### config.mk
export PLATFORM = sky130hd
export DESIGN_NAME = orb_out_reg
export DESIGN_NICKNAME = d
export VERILOG_FILES = /design/src/verilog/orb_pkg.sv /design/src/verilog/orb_out_reg.sv /design/src/verilog/orb_fifo.sv
export VERILOG_INCLUDE_DIRS = /design/src /design/src/verilog
export SDC_FILE = /design/constraint.sdc
export NUM_CORES = 1
export LEC_CHECK = 0
export BUFFER_PORTS_ARGS = -buffer_cell sky130_fd_sc_hd__buf_4
export CELL_PAD_IN_SITES_DETAIL_PLACEMENT = 1
export CELL_PAD_IN_SITES_GLOBAL_PLACEMENT = 1
export CORE_ASPECT_RATIO = 1.2
export CORE_MARGIN = 5
export CORE_UTILIZATION = 55
export CTS_BUF_LIST = sky130_fd_sc_hd__clkbuf_4 sky130_fd_sc_hd__clkbuf_8
export CTS_CLUSTER_SIZE = 10
export DETAILED_ROUTE_END_ITERATION = 7
export GPL_TIMING_DRIVEN = 0
export PLACE_DENSITY = 0.95
export SLEW_MARGIN = 20
export SYNTH_ARGS = -nofsm -noshare
export SYNTH_HDL_FRONTEND = slang
export SYNTH_SLANG_ARGS = --single-unit
### constraint.sdc
create_clock -name CLK_IN -period 6.3 [get_ports CLK_IN]
set_clock_uncertainty 0.1 [all_clocks]
set_input_delay 0.945 -clock CLK_IN [delete_from_list [all_inputs] [get_ports CLK_IN]]
set_output_delay 0.945 -clock CLK_IN [all_outputs]
set_load 0.01 [all_outputs]
### src/verilog/orb_params.svh
`ifndef ORB_PARAMS_SVH
`define ORB_PARAMS_SVH

// ----------------------------------------------------------------
// Widths and depths
// ----------------------------------------------------------------
`define ORB_DATA_W      1
`define ORB_FIFO_DEPTH  16

// ----------------------------------------------------------------
// Timing
// ----------------------------------------------------------------
// Fast clock period, ns
`define ORB_CLK_PERIOD_NS  25
// Fast clock cycles in each half of the cell system clock
`define ORB_SCLK_HALF_CYC  1

// ----------------------------------------------------------------
// Reset values
// ----------------------------------------------------------------
`define ORB_RST_DATA   1'h0
`define ORB_RST_PHASE  1'h0

`endif

### src/verilog/orb_pkg.sv
`include "orb_params.svh"

package orb_pkg;

  // ----------------------------------------------------------------
  // Output modes, Gray coded along SDR -> generic DDR -> memory DDR
  // ----------------------------------------------------------------
  typedef enum logic [1:0] {
    ORB_SDR     = 2'h0,
    ORB_DDR_GEN = 2'h1,
    ORB_DDR_MEM = 2'h3
  } orb_mode_e;

  // One word pair from the core
  typedef struct packed {
    logic [`ORB_DATA_W-1:0] first;
    logic [`ORB_DATA_W-1:0] second;
  } orb_pair_s;

endpackage

### src/verilog/orb_out_reg.sv
`timescale 1ns/1ps
`include "orb_params.svh"

module orb_out_reg
  import orb_pkg::*;
#(
  parameter bit RIGHT_EDGE = 1'h1,
  parameter int FIFO_DEPTH = `ORB_FIFO_DEPTH
) (
  // Clock and reset
  input  wire logic                   CLK_IN,
  input  wire logic                   NRST_IN,
  // Configuration
  input  wire logic [1:0]             MODE_IN,
  input  wire logic                   LATCH_MODE_IN,
  // Core data stream
  input  wire logic                   CORE_VALID_IN,
  output logic                        CORE_READY_OUT,
  input  wire logic [`ORB_DATA_W-1:0] CORE_DATA_FIRST_IN,
  input  wire logic [`ORB_DATA_W-1:0] CORE_DATA_SECOND_IN,
  // Shifted write strobe from outside
  input  wire logic                   SHIFTED_WRITE_STROBE_CLOCK_IN,
  // Pin side and status
  output logic [`ORB_DATA_W-1:0]      PIN_DATA_OUT,
  output logic                        SYS_PHASE_OUT,
  output logic                        UNDERRUN_OUT
);

  // ----------------------------------------------------------------
  // Parameter check
  // ----------------------------------------------------------------
  initial begin
    if (FIFO_DEPTH < 2 || `ORB_SCLK_HALF_CYC != 1)
      $error("orb_out_reg: unsupported FIFO depth or clock ratio");
  end

  // ----------------------------------------------------------------
  // Mode decode
  // ----------------------------------------------------------------
  orb_mode_e mode;
  wire       mode_known = (MODE_IN == ORB_SDR) || (MODE_IN == ORB_DDR_GEN) || (MODE_IN == ORB_DDR_MEM);

  // Memory mode only on right edge cells, else generic DDR
  assign mode = !mode_known                               ? ORB_SDR :
                (MODE_IN == ORB_DDR_MEM && !RIGHT_EDGE)    ? ORB_DDR_GEN :
                orb_mode_e'(MODE_IN);

  wire is_sdr   = (mode == ORB_SDR);
  wire is_latch = is_sdr && LATCH_MODE_IN;

  // ----------------------------------------------------------------
  // System clock phase divider
  // ----------------------------------------------------------------
  // One phase bit stands for the cell system clock level
  logic phase;

  always_ff @(posedge CLK_IN or negedge NRST_IN) begin
    if (!NRST_IN)
      phase <= `ORB_RST_PHASE;
    else
      phase <= ~phase;
  end

  wire rise_ev = !phase;                       // Edge that raises the system clock
  wire fall_ev = phase;                        // Edge that lowers it

  // ----------------------------------------------------------------
  // Strobe synchroniser
  // ----------------------------------------------------------------
  logic strobe_meta;
  logic strobe_sync;

  always_ff @(posedge CLK_IN or negedge NRST_IN) begin
    if (!NRST_IN) begin
      strobe_meta <= 1'h0;
      strobe_sync <= 1'h0;
    end else begin
      strobe_meta <= SHIFTED_WRITE_STROBE_CLOCK_IN;
      strobe_sync <= strobe_meta;
    end
  end

  // ----------------------------------------------------------------
  // Input FIFO
  // ----------------------------------------------------------------
  orb_pair_s in_pair;
  orb_pair_s head;
  logic      head_valid;
  logic      pop;

  // Second word is ignored in SDR
  assign in_pair.first  = CORE_DATA_FIRST_IN;
  assign in_pair.second = is_sdr ? `ORB_DATA_W'(0) : CORE_DATA_SECOND_IN;

  orb_fifo #(
    .WIDTH ($bits(orb_pair_s)),
    .DEPTH (FIFO_DEPTH)
  ) u_fifo (
    .clk_in        (CLK_IN),
    .nrst_in       (NRST_IN),
    .in_valid_in   (CORE_VALID_IN),
    .in_ready_out  (CORE_READY_OUT),
    .in_data_in    (in_pair),
    .out_valid_out (head_valid),
    .out_ready_in  (pop),
    .out_data_out  (head)
  );

  // Flop and DDR modes take a pair at the rise, latch mode at the close
  wire take_ev = is_latch ? fall_ev : rise_ev;
  assign pop   = take_ev && head_valid;

  // ----------------------------------------------------------------
  // SDR storage element
  // ----------------------------------------------------------------
  logic [`ORB_DATA_W-1:0] sdr_reg;

  // Flop loads on rise; latch follows head while clock is high
  wire sdr_load = is_latch ? (phase && head_valid) : (rise_ev && head_valid);

  always_ff @(posedge CLK_IN or negedge NRST_IN) begin
    if (!NRST_IN)
      sdr_reg <= `ORB_RST_DATA;
    else if (is_sdr && sdr_load)
      sdr_reg <= head.first;
  end

  // ----------------------------------------------------------------
  // DDR stages
  // ----------------------------------------------------------------
  logic [`ORB_DATA_W-1:0] rise_stage_reg;
  logic [`ORB_DATA_W-1:0] second_hold;
  logic [`ORB_DATA_W-1:0] fall_stage_reg;

  wire ddr_capture = !is_sdr && rise_ev && head_valid;

  // Both words captured at the rise
  always_ff @(posedge CLK_IN or negedge NRST_IN) begin
    if (!NRST_IN) begin
      rise_stage_reg <= `ORB_RST_DATA;
      second_hold    <= `ORB_RST_DATA;
    end else if (ddr_capture) begin
      rise_stage_reg <= head.first;
      second_hold    <= head.second;
    end
  end

  // Second word moves to the fall stage at the next fall
  always_ff @(posedge CLK_IN or negedge NRST_IN) begin
    if (!NRST_IN)
      fall_stage_reg <= `ORB_RST_DATA;
    else if (!is_sdr && fall_ev)
      fall_stage_reg <= second_hold;
  end

  // ----------------------------------------------------------------
  // Output multiplexer
  // ----------------------------------------------------------------
  // Select follows system clock, or the strobe in memory mode
  wire mux_sel = (mode == ORB_DDR_MEM) ? strobe_sync : phase;
  wire [`ORB_DATA_W-1:0] ddr_word = mux_sel ? rise_stage_reg : fall_stage_reg;
  wire [`ORB_DATA_W-1:0] next_pin = is_sdr ? sdr_reg : ddr_word;

  // Pin data and status from flops
  always_ff @(posedge CLK_IN or negedge NRST_IN) begin
    if (!NRST_IN) begin
      PIN_DATA_OUT <= `ORB_RST_DATA;
      UNDERRUN_OUT <= 1'h0;
    end else begin
      PIN_DATA_OUT <= next_pin;
      UNDERRUN_OUT <= take_ev && !head_valid;
    end
  end

  assign SYS_PHASE_OUT = phase;

endmodule

### src/verilog/orb_fifo.sv
`timescale 1ns/1ps
`include "orb_params.svh"

module orb_fifo
  import orb_pkg::*;
#(
  parameter int WIDTH = 2,
  parameter int DEPTH = `ORB_FIFO_DEPTH
) (
  // Clock and reset
  input  wire logic             clk_in,
  input  wire logic             nrst_in,
  // Fill side
  input  wire logic             in_valid_in,
  output logic                  in_ready_out,
  input  wire logic [WIDTH-1:0] in_data_in,
  // Drain side
  output logic                  out_valid_out,
  input  wire logic             out_ready_in,
  output logic      [WIDTH-1:0] out_data_out
);

  localparam int AW = $clog2(DEPTH);

  // ----------------------------------------------------------------
  // Parameter check
  // ----------------------------------------------------------------
  initial begin
    if (DEPTH < 2 || (DEPTH & (DEPTH - 1)) != 0 || WIDTH < 1)
      $error("orb_fifo: DEPTH must be a power of two >= 2");
  end

  // ----------------------------------------------------------------
  // Storage and pointers
  // ----------------------------------------------------------------
  logic [WIDTH-1:0] mem [DEPTH];
  logic [AW-1:0]    wr_ptr;
  logic [AW-1:0]    rd_ptr;
  logic [AW:0]      count;

  wire  do_write = in_valid_in && in_ready_out;
  wire  do_load  = (count != '0) && (!out_valid_out || out_ready_in);

  // Full when every memory word is taken
  assign in_ready_out = (count < (AW+1)'(DEPTH));

  // Memory write, no reset needed on the array
  always_ff @(posedge clk_in) begin
    if (do_write)
      mem[wr_ptr] <= in_data_in;
  end

  // Pointers and fill count
  always_ff @(posedge clk_in or negedge nrst_in) begin
    if (!nrst_in) begin
      wr_ptr <= '0;
      rd_ptr <= '0;
      count  <= '0;
    end else begin
      if (do_write)
        wr_ptr <= wr_ptr + AW'(1);
      if (do_load)
        rd_ptr <= rd_ptr + AW'(1);
      count <= count + (AW+1)'(do_write) - (AW+1)'(do_load);
    end
  end

  // Registered head word
  always_ff @(posedge clk_in or negedge nrst_in) begin
    if (!nrst_in) begin
      out_valid_out <= 1'h0;
      out_data_out  <= '0;
    end else if (do_load) begin
      out_valid_out <= 1'h1;
      out_data_out  <= mem[rd_ptr];
    end else if (out_ready_in) begin
      out_valid_out <= 1'h0;
    end
  end

endmodule

# Word-level counts from Yosys, hierarchy flattened
# Memory sizes are Yosys's and may differ from the RTL's. A register that Yosys moved wholly into a read port is not among the register bits.
# Cells that the tools add are included.
[word_totals]
out_inout_bits = 4
mem_bits_rw = 32
memories = 1
register_bits = 23
[classes]
order_cmp = 1
bitwise_logic = 1
n_reduce_logical = 22
muxes = 11
eq_ne = 3
addsub = 4
[mem_list]
columns = ["name", "depth", "word_bits", "rd", "rd_ports_with_merged_regs", "write_ports", "line", "text"]
rows = [
  ["u_fifo.mem", 16, 2, 1, 1, 1, "orb_fifo.sv:36", "logic [WIDTH-1:0] mem [DEPTH];"],
]
[ops]
columns = ["operator", "n"]
rows = [
  ["$logic_and A1 B1 Y1", 11],
  ["$mux W1", 10],
  ["$add A4 B1 Y4 const B", 2],
  ["$add A5 B1 Y5", 1],
  ["$lt A5 B5 Y1 const B", 1],
  ["$reduce_bool A5 Y1", 1],
  ["$sub A5 B1 Y5", 1],
  ["$eq A2 B2 Y1 const B", 2],
  ["$logic_not A1 Y1", 4],
  ["$logic_not A2 Y1", 2],
  ["$logic_or A1 B1 Y1", 3],
  ["$eq A2 B1 Y1 const B", 1],
  ["$mux W2", 1],
  ["$reduce_bool A2 Y1", 1],
  ["$not A1 Y1", 1],
]

# Longest topological paths before layout
# Gate-level depths: netlist of the first run.
[logic_depth]
ltp_word = 11
mapped_depth = 14
ltp_nobuf = 14

# Hierarchy
# Synthesis of the first run repeated with hierarchy kept, for this count alone.
[unflattened]
hier_cells = 172
hier_area_um2 = 2537.4
[by_module_without_submodules]
columns = ["module", "area_each_um2", "cells_each", "seq_area_each_um2", "instances"]
rows = [
  ["orb_fifo", 2175.8, 145, 1361.3, 1],
  ["orb_out_reg", 361.6, 27, 225.2, 1],
]

# Worst setup path before layout of the first run
# No wires, ideal clock.
[synth_path]
path_kind = "input to register"
from = "in MODE_IN[0]"
to = "reg u_fifo.count[4]"
setup_ns = 0.080
arrival_time_ns = 2.864
path_slack_ns = 3.256
path_stages = 13
path_cell_list = "buf_2 > nand2b_4 > a211o_2 > inv_2 > ha_1 > inv_1 > ha_1 > inv_1 > fa_1 > inv_1 > a21oi_1 > o21bai_1 > xnor2_1"
[synth_between]
elab_chain_cells = 11
elab_cells_between_ends = 13
classes_between = "1 x add/sub; 2 x eq/ne; 2 x mux; 8 x reduce/logical"
[synth_rtl]
columns = ["item", "line", "text"]
rows = [
  ["from (decl)", "orb_out_reg.sv:14", "input wire logic [1:0] MODE_IN,"],
  ["$eq A2 B1 Y1 / $logic_not A2 Y1 (equally long branches)", "orb_out_reg.sv:41", "wire mode_known = (MODE_IN == ORB_SDR) || (MODE_IN == ORB_DDR_GEN) || (MODE_IN == ORB_DDR_MEM);"],
  ["$logic_or A1 B1 Y1 (2 in series)", "orb_out_reg.sv:41", ""],
  ["$mux W2 *", "orb_out_reg.sv:44", "assign mode = !mode_known ? ORB_SDR :"],
  ["$logic_not A2 Y1 *", "orb_out_reg.sv:48", "wire is_sdr = (mode == ORB_SDR);"],
  ["$logic_and A1 B1 Y1 *", "orb_out_reg.sv:49", "wire is_latch = is_sdr && LATCH_MODE_IN;"],
  ["$mux W1 *", "orb_out_reg.sv:110", "wire take_ev = is_latch ? fall_ev : rise_ev;"],
  ["$logic_and A1 B1 Y1 *", "orb_out_reg.sv:111", "assign pop = take_ev && head_valid;"],
  ["$logic_or A1 B1 Y1 *", "orb_fifo.sv:42", "wire do_load = (count != '0) && (!out_valid_out || out_ready_in);"],
  ["$logic_and A1 B1 Y1 *", "orb_fifo.sv:42", ""],
  ["via u_fifo.do_load", "orb_fifo.sv:42", ""],
  ["$sub A5 B1 Y5 *", "orb_fifo.sv:64", "count <= count + (AW+1)'(do_write) - (AW+1)'(do_load);"],
  ["to (signal assigned)", "orb_fifo.sv:64", ""],
  ["to (decl)", "orb_fifo.sv:39", "logic [AW:0] count;"],
]
# The timed path passes the listed nets; every way through them passes the cells marked *.
# A chain may end at the register's enable or synchronous reset.

# Worst setup path after layout of the first run
[layout_path]
from = "reg u_fifo.count[3]"
to = "reg u_fifo.count[4]"
[layout_between]
elab_cells_between_ends = 6
classes_between = "2 x add/sub; 1 x order compare; 3 x reduce/logical"
[layout_lines]
columns = ["item", "line"]
rows = [
  ["$reduce_bool A5 Y1", "orb_fifo.sv:42"],
  ["$logic_and A1 B1 Y1", "orb_fifo.sv:42"],
  ["via u_fifo.do_load", "orb_fifo.sv:42"],
  ["$sub A5 B1 Y5", "orb_fifo.sv:64"],
]
# The timed path passes the listed nets, and every way through them passes these cells.

==> key figures, run 1 <==
Outcome
  • Status: finished, final reports clean

Global routing
  • Vias in the first global route: 1653
  • Congestion Overflow GR: 0
  • Pin count of the biggest net entering global routing: 26
  • First-pass GRT wire length: 8630 um
  • Initial antenna violation count: 0
  • All-Layer GR Usage: 19.6%

Critical path
  • Crit-path max FO: 7
  • Arrival @ worst endpoint: 3.16 ns
  • FF-to-FF path depth: 14
  • Reg-to-reg startpoint: u_fifo.count[3]
  • Critical Path End Type: flop
  • Flop2flop setup slack: 3.30 ns
  • Slowest CP cell: dfrtp_1
  • CP startpoint kind: flop
  • Max stage delay on crit path: 0.40 ns
  • Most Frequent Cell on Critical Path: inv_1
  • Worst r2r dst: u_fifo.count[4]
  • Cells along the critical path: inv_1 > ha_1 > nor4b_1 > a211o_2 > inv_2 > ha_1 > inv_1 > ha_1 > inv_1 > fa_1 > inv_1 > a21oi_1 > o21bai_1 > xnor2_1
  • WS Path Type: flop to flop
  • Critical Path RT: 6.46 ns

Floorplanning
  • FP Rows: 27
  • Chip height: 85.5 um
  • Die W: 72.9 um
  • Initial Util: 56.8%
  • IO Pins: 13
  • Core area: 4590 um^2
  • Full die area: 6230 um^2

STA
  • Maximum operating frequency: 333 MHz
  • Setup ws final: 3.30 ns
  • Setup TNS Final: 0 ns
  • Hold violation count in the final report: 0
  • Setup violations, final: 0
  • Worst Tran Pin Value: 0.577 ns
  • Share of the clock period used by the worst path: 47.6%
  • RSZ-0062 raised after global routing: false
  • Post-layout min period: 3.00 ns
  • Max Transition Viols Final: 0
  • Relative slew slack: 61.5%

Finish
  • Nets: 217
  • Biggest regs: u_fifo.mem x32, u_fifo.count x5
  • Ant. Diodes: 0
  • Largest register FFs: 32
  • Layout Area Growth over Synthesis: 15.0%
  • Layout cells sized above 1: 21.9%
  • Top reg by flops: u_fifo.mem

Clock tree
  • Resized cells post-CTS: 0
  • CTS Buffer Depth: 2
  • # Post-CTS Setup Buffers: 0
  • Clock slew at reported path FFs: 0.06 ns
  • CTS tree: built
  • Root buf cell: clkbuf_8
  • H-Tree Depth: 3
  • # clock sinks: 57
  • CTS Buf Count: 9
  • Latest clock arrival within the worst-skew pair: 0.34 ns
  • Hold buffers post-CTS: 0

Logic synthesis
  • Main flop type after synthesis: edfxtp_1
  • Synth cell types: 34
  • Mapped Area: 2610 um^2
  • Cells after Synth: 174
  • Post-synth net total: 195
  • Register bit total from synthesis: 57
  • Share of the synthesized area in the top cell type: 36.8%
  • Ys Warns: 0
  • Synth top area cells: edfxtp_1, dfrtp_1, mux4_1, ha_1, and2_1
  • Area leader, netlist: edfxtp_1
  • Asr flop ratio synth: 43.9%
  • Share of the yosys chip area belonging to registers: 60.8%
  • Post-synth EDFFs: 32
  • Mean Syn Cell Area: 15.0 um^2

Route
  • Via count: 1440
  • Vias per inst: 5.56
  • # DRC: 0
  • Starting DRT DRC Count: 61
  • DR pass1 iterations: 4
  • Post-route antenna net violation count: 0
  • WL/cell: 19.7 um
  • Total Routed Length: 5100 um

Power and ir drop
  • PwrDens: 458 nW/um^2
  • Sequential Power Share: 39.6%
  • Clk pwr share: 29.6%
  • Combinational power share: 30.7%
  • Worst vdd ir: 0.000238 V
  • Leak: 1.27 nW
  • Net Switching: 0.422 mW
  • Sw frac: 30.7%
  • Internal: 0.954 mW

Flow run
  • Max-cap violations: 0

Place
  • DP HPWL: 3750 um
  • Gpl congestion: 0.722
  • DP Worst Slack: 2.98 ns
  • Number of buffers added on ports: 11

Min path
  • Hold path startpoint: strobe_meta
  • WHS Endpoint: strobe_sync
  • Hold Path Depth: 0
  • Worst Hold Class: flop to flop
how the worst max path moves through the flow:
stage | slack [ns] | from | endpoint | cells after the start
final | 3.30 | u_fifo.count[3] | u_fifo.count[4] | 14
after global routing | 3.05 | u_fifo.count[3] | u_fifo.count[4] | 14
after CTS | 3.27 | u_fifo.count[3] | u_fifo.count[4] | 14
after detailed placement | 2.98 | MODE_IN[0] | u_fifo.count[4] | 13
after global placement | 3.13 | MODE_IN[0] | u_fifo.count[4] | 13
after floorplan | 3.26 | MODE_IN[0] | u_fifo.count[4] | 13
area by class of cell:
type	count	area, um^2
Fill cell	429	1590
Timing Repair Buffer	11	82.6
Tap cell	58	72.6
Buffer	6	42.5
Clock inverter	6	106
Sequential cell	57	1590
Clock buffer	10	131
Inverter	14	52.6
Multi-Input combinational cell	97	930
Yosys cell counts (all sizes together), types with 2 or more instances:
| master | number |
|---|---|
| ha | 11 |
| mux2i | 6 |
| nor2 | 4 |
| nor3b | 2 |
| a21oi | 3 |
| and2 | 19 |
| dfrtp | 25 |
| mux2 | 7 |
| o21ai | 3 |
| mux4 | 8 |
| inv | 14 |
| buf | 6 |
| xor2 | 5 |
| nand3 | 2 |
| nand2 | 9 |
| edfxtp | 32 |
| xnor2 | 7 |
stage by stage:
stage / instances / total power [mW] / utilization, % / cell area (um^2) / hold slack, ns
3_3_place_gp: 243 / 0.915 / 60.2 / 2770 / 0.236
4_1_cts: 259 / 1.39 / 65.4 / 3000 / 0.250
6_report: 259 / 1.38 / 65.4 / 3000 / 0.251
3_5_place_dp: 243 / 0.975 / 60.2 / 2770 / 0.236
2_1_floorplan: 174 / 0.844 / - / 2610 / 0.231
5_1_grt: 259 / 1.47 / 65.4 / 3000 / 0.264
per-layer routing:
layer	part of all wire, %	track usage, %
met5	0	0
met4	2.1	10.6
met3	3.2	6.04
met2	53	31.5
met1	42	23.3
critical path: cells and delay by family (launching register included):
family,cells,cell delay [ns]
flip-flops,1,0.40
adder cells (fa/ha/maj),4,1.02
AO/OA/AOI/OAI,3,0.49
buffers and inverters,5,0.40
XOR/XNOR,1,0.13
AND/OR/NAND/NOR,1,0.39
placed cells by master (no fill, tap or decap), types with 2 or more instances in the layout:
cell type | Yosys | routed
buf_6 | 2 | 2
buf_4 | 0 | 11
inv_1 | 13 | 13
nor3b_1 | 2 | 2
nor2_1 | 4 | 4
bufinv_16 | 0 | 3
ha_1 | 11 | 11
buf_2 | 4 | 4
dfrtp_1 | 25 | 25
edfxtp_1 | 32 | 32
a21oi_1 | 3 | 3
mux2_2 | 7 | 7
and2_1 | 17 | 17
nand3_1 | 2 | 2
xor2_1 | 4 | 4
o21ai_1 | 2 | 2
mux2i_1 | 6 | 6
mux4_1 | 8 | 8
clkbuf_8 | 0 | 9
xnor2_1 | 7 | 7
nand2_1 | 9 | 9
logic make-up (layout without fill, tap and decap cells):
kind of cell,after synthesis,in the layout,share of synthesized area [%]
buf+inv,20,47,3.64
flops,57,57,60.8
compound gates,9,9,2.11
simple gates,43,43,9.77
fa+ha+maj,12,12,6.04
mux,21,21,13.4
xor+xnor,12,12,4.31
power by group through the flow:
stage	sequential [mW]	clock, mW	combinational [mW]
5_1_grt	0.556	0.440	0.472
2_1_floorplan	0.529	0	0.314
3_3_place_gp	0.536	0	0.379
3_5_place_dp	0.550	0	0.425
6_report	0.546	0.408	0.423
4_1_cts	0.546	0.417	0.428
No activity file was read; power rests on OpenSTA's default activity.
==> inputs of run 2 (changes only) <==
--- a/config.mk
+++ b/config.mk
@@ -11,12 +11,12 @@
 export CELL_PAD_IN_SITES_GLOBAL_PLACEMENT = 1
 export CORE_ASPECT_RATIO = 1.2
 export CORE_MARGIN = 5
-export CORE_UTILIZATION = 55
+export CORE_UTILIZATION = 48
 export CTS_BUF_LIST = sky130_fd_sc_hd__clkbuf_4 sky130_fd_sc_hd__clkbuf_8
 export CTS_CLUSTER_SIZE = 10
 export DETAILED_ROUTE_END_ITERATION = 7
 export GPL_TIMING_DRIVEN = 0
-export PLACE_DENSITY = 0.95
+export PLACE_DENSITY = 0.89
 export SLEW_MARGIN = 20
 export SYNTH_ARGS = -nofsm -noshare
 export SYNTH_HDL_FRONTEND = slang
==> constraint.sdc (replaced) <==
create_clock -name CLK_IN -period 2.6 [get_ports CLK_IN]
set_clock_uncertainty 0.1 [all_clocks]
set_input_delay 0.39 -clock CLK_IN [delete_from_list [all_inputs] [get_ports CLK_IN]]
set_output_delay 0.39 -clock CLK_IN [all_outputs]
set_load 0.01 [all_outputs]
==> key figures, run 2 (synthesis gave the netlist of run 1 again) <==
Outcome
  • Status: finished, final reports clean

Finish
  • Fill count: 518 (+21%)
  • Biggest regs: u_fifo.mem x32, u_fifo.count x5
  • Most frequent cells in the layout: edfxtp_1, dfrtp_1, buf_4, and2_1, clkbuf_8
  • Nets: 231 (+6.5%)
  • Ant. Diodes: 0 (unchanged)
  • Layout Area Growth over Synthesis: 20.2%
  • Design Area, Final: 3140 um^2 (+4.5%)
  • Commonest non-fill, non-tap cell in the layout: edfxtp_1
  • Largest register FFs: 32 (unchanged)
  • Top reg by flops: u_fifo.mem
  • Layout cells sized above 1: 31.6% (+9.7 points)
  • Final core occ: 59.3% (-6.1 points)

Floorplanning
  • Core area: 5300 um^2 (+15%)
  • Die W: 77.3 um (+6.1%)
  • Initial Util: 49.3% (-7.5 points)
  • IO Pins: 13 (unchanged)
  • Full die area: 7020 um^2 (+13%)
  • Chip height: 90.8 um (+6.2%)
  • FP Rows: 29 (+7.4%)

STA
  • Relative slew slack: 59.9% (-1.6 points)
  • Share of the clock period used by the worst path: 96.2% (+49 points)
  • RSZ-0062 raised after global routing: false
  • Setup ws final: 0.0981 ns (-3.20 ns)
  • Worst Tran Pin Value: 0.601 ns (+0.0244 ns)
  • Setup violations, final: 0 (unchanged)
  • Max Transition Viols Final: 0 (unchanged)
  • Hold violation count in the final report: 0 (unchanged)
  • Post-layout min period: 2.50 ns (-0.500 ns)
  • Maximum operating frequency: 400 MHz (+20%)

Power and ir drop
  • Net Switching: 1.09 mW (+160%)
  • Internal: 2.32 mW (+140%)
  • Leak: 1.33 nW (+4.4%)
  • Sw frac: 31.9% (+1.3 points)
  • Worst vdd ir: 0.000416 V (+74%)
  • Sequential Power Share: 38.9% (-0.7 points)
  • PwrDens: 1090 nW/um^2 (+140%)
  • Clk pwr share: 24.8% (-4.8 points)
  • Combinational power share: 36.2% (+5.5 points)

Global routing
  • All-Layer GR Usage: 17.5% (-2.1 points)
  • Pin count of the biggest net entering global routing: 26 (unchanged)
  • Initial antenna violation count: 0 (unchanged)
  • Congestion Overflow GR: 0 (unchanged)
  • Vias in the first global route: 1665 (+0.73%)
  • First-pass GRT wire length: 8980 um (+4.1%)

Critical path
  • WS Path Type: flop to flop
  • CP startpoint kind: flop
  • Critical Path End Type: flop
  • Reg-to-reg startpoint: SYS_PHASE_OUT
  • Critical Path RT: 2.75 ns (-3.71 ns)
  • Flop2flop setup slack: 0.1 ns (-3.20 ns)
  • Arrival @ worst endpoint: 2.66 ns (-0.50 ns)
  • Worst r2r dst: u_fifo.count[4]
  • Crit-path max FO: 5 (-2)
  • Worst Setup SP: SYS_PHASE_OUT
  • FF-to-FF path depth: 13 (-1)

Min path
  • Worst Hold Class: primary input to flop
  • WHS Endpoint: strobe_meta
  • Hold Path Depth: 1 (+1)
  • Hold path startpoint: SHIFTED_WRITE_STROBE_CLOCK_IN

Route
  • Post-route antenna net violation count: 0 (unchanged)
  • Via count: 1473 (+2.3%)
  • Total Routed Length: 5670 um (+11%)
  • WL/cell: 20.5 um (+4.1%)
  • DR pass1 iterations: 4 (unchanged)
  • Starting DRT DRC Count: 50 (-18%)
  • # DRC: 0 (unchanged)
  • Vias per inst: 5.32 (-4.4%)

Flow run
  • Max-cap violations: 0 (unchanged)

Clock tree
  • CTS tree: built
  • Clock slew at reported path FFs: 0.06 ns (about the same)
  • # clock sinks: 57 (unchanged)
  • H-Tree Depth: 3 (unchanged)
  • Latest clock arrival within the worst-skew pair: 0.33 ns (about the same)
  • Root buf cell: clkbuf_8
  • CTS Buf Count: 9 (unchanged)
  • CTS Buffer Depth: 2 (unchanged)

Place
  • Number of buffers added on ports: 11 (unchanged)
  • DP Worst Slack: -0.399 ns (-3.38 ns)
  • Gpl congestion: 0.732 (+1.5%)
  • DP HPWL: 3610 um (-3.8%)
  • Post-DP Area: 2770 um^2 (+0.18%)
## run 2: cell types whose count changed in the layout (fill, tap and decap cells not counted), moves of 2 or more
cell       change
clkbuf_4       +4
ha_4           +3
ha_1           -3
inv_1          -5
bufinv_16      -2
inv_2          +5
buf_4         +13
## run 2: worst max-delay path by stage
stage	to	depth (start not counted)
final	u_fifo.count[4]	13
after global routing	u_fifo.count[4]	13
after CTS	u_fifo.count[4]	14
after detailed placement	u_fifo.count[4]	14
after global placement	u_fifo.count[4]	14
after floorplan	u_fifo.count[4]	14
## run 2: power by group through the flow
stage	logic, mW	clock network (mW)	registers [mW]
2_1_floorplan	0.761	0	1.28
3_3_place_gp	0.948	0	1.31
3_5_place_dp	1.04	0	1.33
4_1_cts	1.20	0.864	1.33
5_1_grt	1.35	0.926	1.35
6_report	1.24	0.848	1.33
## run 2: per-layer routing
layer  up-vias  share of wire (%)  global-route usage (%)
li1        687                  -                       -
met1       750                 38                    17.9
met2        26                 57                    32.2
met3        10                3.4                    5.79
met4         0                2.0                    7.02
met5         -                  0                       0
## run 2: area by class of cell
cell class | instances | area (um^2) | area share (%)
plain buffers | 6 | 42.5 | 1.36
clock buffers | 15 | 175 | 5.58
clock inverters | 1 | 30.0 | 0.957
inverters | 14 | 52.6 | 1.67
multi-input cells | 97 | 985 | 31.4
flip-flops and latches | 57 | 1590 | 50.5
well taps | 62 | 77.6 | 2.47
repair buffers | 25 | 190 | 6.06
## run 2: through the flow
step                      hold slack, ns  total power [mW]  instances  TNS [ns]
final                             0.0630              3.41        277         0
after global routing              0.0353              3.62        277         0
after CTS                         0.0505              3.39        270         0
after detailed placement           0.218              2.36        247    -0.660
after global placement             0.213              2.26        247    -0.254
after floorplan                 -0.00559              2.04        174         0
## run 2: what timing repair did
action / in CTS / in global routing
hold buffers: 1 / 0
endpoints found under the setup margin: 4 / 1
hold endpoints to repair: 25 / 0
resized for setup: 13 / 1
setup buffers: 6 / 7
pin swaps: 4 / 5
## run 2: worst max-delay path, stage by stage, from the launching register on
cell and delay [ns]:
dfrtp_1 0.39, buf_6 0.13, and2_1 0.13, a211o_2 0.36, inv_2 0.09, ha_4 0.20
inv_2 0.06, ha_4 0.13, inv_2 0.04, fa_2 0.35, inv_2 0.06, a21oi_1 0.06
o21bai_1 0.19, xnor2_1 0.15
==> inputs of run 3 (changes only) <==
--- a/config.mk
+++ b/config.mk
@@ -10,7 +10,6 @@
 export CELL_PAD_IN_SITES_DETAIL_PLACEMENT = 1
 export CELL_PAD_IN_SITES_GLOBAL_PLACEMENT = 1
 export CORE_ASPECT_RATIO = 1.2
-export CORE_MARGIN = 5
 export CORE_UTILIZATION = 48
 export CTS_BUF_LIST = sky130_fd_sc_hd__clkbuf_4 sky130_fd_sc_hd__clkbuf_8
 export CTS_CLUSTER_SIZE = 10
==> key figures, run 3 (synthesis gave the netlist of run 1 again) <==
Finish
  • Design Area, Final: 3160 um^2 (+0.56%)
  • Largest register FFs: 32 (unchanged)
  • Most frequent cells in the layout: edfxtp_1, dfrtp_1, buf_4, and2_1
  • Nets: 226 (-2.2%)
  • Multi-input combinational cell area: 981 um^2 (-0.38%)
  • Layout cells sized above 1: 30.5% (-1.2 points)
  • Layout Area Growth over Synthesis: 20.9%
  • Ant. Diodes: 0 (unchanged)
  • Biggest regs: u_fifo.mem x32, u_fifo.count x5
  • Top reg by flops: u_fifo.mem
  • Commonest non-fill, non-tap cell in the layout: edfxtp_1
  • Register area: 1590 um^2 (unchanged)
  • Fill count: 494 (-4.6%)

Critical path
  • Critical Path RT: 2.76 ns (about the same)
  • Cells along the critical path: buf_6 > and2_0 > a211o_2 > inv_2 > ha_4 > inv_4 > ha_4 > inv_2 > fa_2 > inv_2 > a21oi_1 > o21bai_1 > xnor2_1
  • Cell class contributing the biggest share of worst-path delay: adder cells
  • Most Frequent Cell on Critical Path: inv_2
  • Slowest CP cell: dfrtp_1
  • Crit-path max FO: 7 (+2)
  • WS Path Type: flop to flop
  • CP startpoint kind: flop
  • Flop2flop setup slack: 0.09 ns (about the same)
  • CP Depth: 13 (unchanged)
  • Worst Path Buf+Inv: 5 (unchanged)
  • Max stage delay on crit path: 0.39 ns (about the same)
  • Critical Path End Type: flop
  • Arrival @ worst endpoint: 2.67 ns (about the same)
  • FF-to-FF path depth: 13 (unchanged)

Global routing
  • Congestion Overflow GR: 0 (unchanged)
  • Pin count of the biggest net entering global routing: 26 (unchanged)
  • Initial antenna violation count: 0 (unchanged)
  • Vias in the first global route: 1675 (+0.60%)
  • First-pass GRT wire length: 9230 um (+2.7%)
  • All-Layer GR Usage: 23.2% (+5.6 points)

Min path
  • Worst Hold Class: primary input to flop
  • Hold Path Depth: 1 (unchanged)

STA
  • Max Transition Viols Final: 0 (unchanged)
  • Maximum operating frequency: 399 MHz (-0.13%)
  • Hold violation count in the final report: 0 (unchanged)
  • Worst Tran Pin Value: 0.553 ns (-0.0488 ns)
  • Setup violations, final: 0 (unchanged)
  • Share of the clock period used by the worst path: 96.4% (+0.13 points)
  • Relative slew slack: 63.2% (+3.3 points)
  • Post-layout min period: 2.51 ns (+0.00328 ns)

Power and ir drop
  • Internal: 2.51 mW (+7.9%)
  • Net Switching: 1.11 mW (+2.3%)
  • Sequential Power Share: 37.0% (-1.9 points)
  • Combinational power share: 32.7% (-3.5 points)
  • Clk pwr share: 30.2% (+5.4 points)
  • PwrDens: 1150 nW/um^2 (+5.5%)
  • Leak: 1.33 nW (about the same)
  • Total power: 3.62 mW (+6.1%)
  • Sw frac: 30.8% (-1.1 points)
  • Worst vdd ir: 0.000435 V (+4.6%)

Clock tree
  • Latest clock arrival within the worst-skew pair: 0.34 ns (about the same)
  • CTS Buffer Depth: 2 (unchanged)
  • # clock sinks: 57 (unchanged)
  • H-Tree Depth: 3 (unchanged)
  • CTS Buf Count: 9 (unchanged)
  • Clock slew at reported path FFs: 0.06 ns (about the same)
  • CTS tree: built
  • Root buf cell: clkbuf_8

Route
  • Vias per inst: 5.38 (+1.1%)
  • # DRC: 0 (unchanged)
  • Via count: 1462 (-0.75%)
  • Post-route antenna net violation count: 0 (unchanged)
  • WL/cell: 21.9 um (+7.0%)
  • Starting DRT DRC Count: 39 (-22%)
  • Total Routed Length: 5960 um (+5.1%)
  • DR pass1 iterations: 4 (unchanged)

Floorplanning
  • Die W: 69.3 um (-10%)
  • Chip height: 82.8 um (-8.8%)
  • Core area: 5260 um^2 (-0.68%)
  • FP Rows: 29 (unchanged)
  • Initial Util: 49.6% (+0.34 points)
  • Full die area: 5740 um^2 (-18%)
  • IO Pins: 13 (unchanged)

Place
  • Post-DP Area: 2770 um^2 (unchanged)
  • DP HPWL: 3410 um (-5.5%)
  • Number of buffers added on ports: 11 (unchanged)
  • Gpl congestion: 0.712 (-2.7%)

Flow run
  • Max-cap violations: 0 (unchanged)

Outcome
  • Status: finished, final reports clean
## run 3: changes by cell type in the layout (fill, tap and decap cells not counted), sizes merged
| cell | previous run | this run |
|---|---|---|
| clkbuf | 15 | 10 |
| buf | 30 | 25 |
| bufinv | 1 | 4 |
| clkinv | 0 | 2 |
## run 3: final cells by class
cell class,instances,share of cell area [%]
Buffer,6,1.35
Timing Repair Buffer,20,4.84
Clock inverter,6,4.12
Sequential cell,57,50.3
Clock buffer,10,4.16
Inverter,14,1.74
Tap cell,62,2.46
Multi-Input combinational cell,97,31.1
## run 3: power groups by stage
stage | combinational [mW] | clock (mW) | sequential (mW)
final | 1.19 | 1.09 | 1.34
after global routing | 1.30 | 1.15 | 1.37
after global placement | 0.938 | 0 | 1.31
after floorplan | 0.761 | 0 | 1.28
after detailed placement | 0.995 | 0 | 1.33
after CTS | 1.13 | 1.11 | 1.32
## run 3: what timing repair did
item	in CTS	in global routing
pin swaps	4	4
setup endpoints to repair	3	3
gates resized for setup	9	5
hold endpoints to repair	25	0
hold buffers	1	0
buffers inserted	5	3
## run 3: final timing paths
path | start | to
min in group asynchronous | NRST_IN | u_fifo.rd_ptr[1]
hold / removal | SHIFTED_WRITE_STROBE_CLOCK_IN | strobe_meta
setup reg to reg | SYS_PHASE_OUT | u_fifo.count[4]
setup / recovery | SYS_PHASE_OUT | u_fifo.count[4]
hold reg to reg | strobe_meta | strobe_sync
max in group asynchronous | NRST_IN | u_fifo.wr_ptr[0]
## run 3: layer usage
metal	wire length, um	up-vias	GRT usage, %
li1	-	681	-
met1	2320	743	24.2
met2	3290	23	42.3
met3	182	15	6.40
met4	167	0	13.7
met5	0	-	0
## run 3: stage by stage
| stage | worst slack, ns | util (%) | hold slack, ns | std cells | TNS, ns |
|---|---|---|---|---|---|
| finish | 0.0949 | 60.0 | 0.0636 | 272 | 0 |
| global placement | -0.227 | 52.7 | 0.218 | 247 | -0.231 |
| detailed placement | -0.238 | 52.7 | 0.219 | 247 | -0.242 |
| CTS | 0.000557 | 59.2 | 0.0516 | 269 | 0 |
| global route | -0.00692 | 60.0 | 0.0483 | 272 | -0.00692 |
| floorplan | 0.0495 | - | -0.00559 | 174 | 0 |
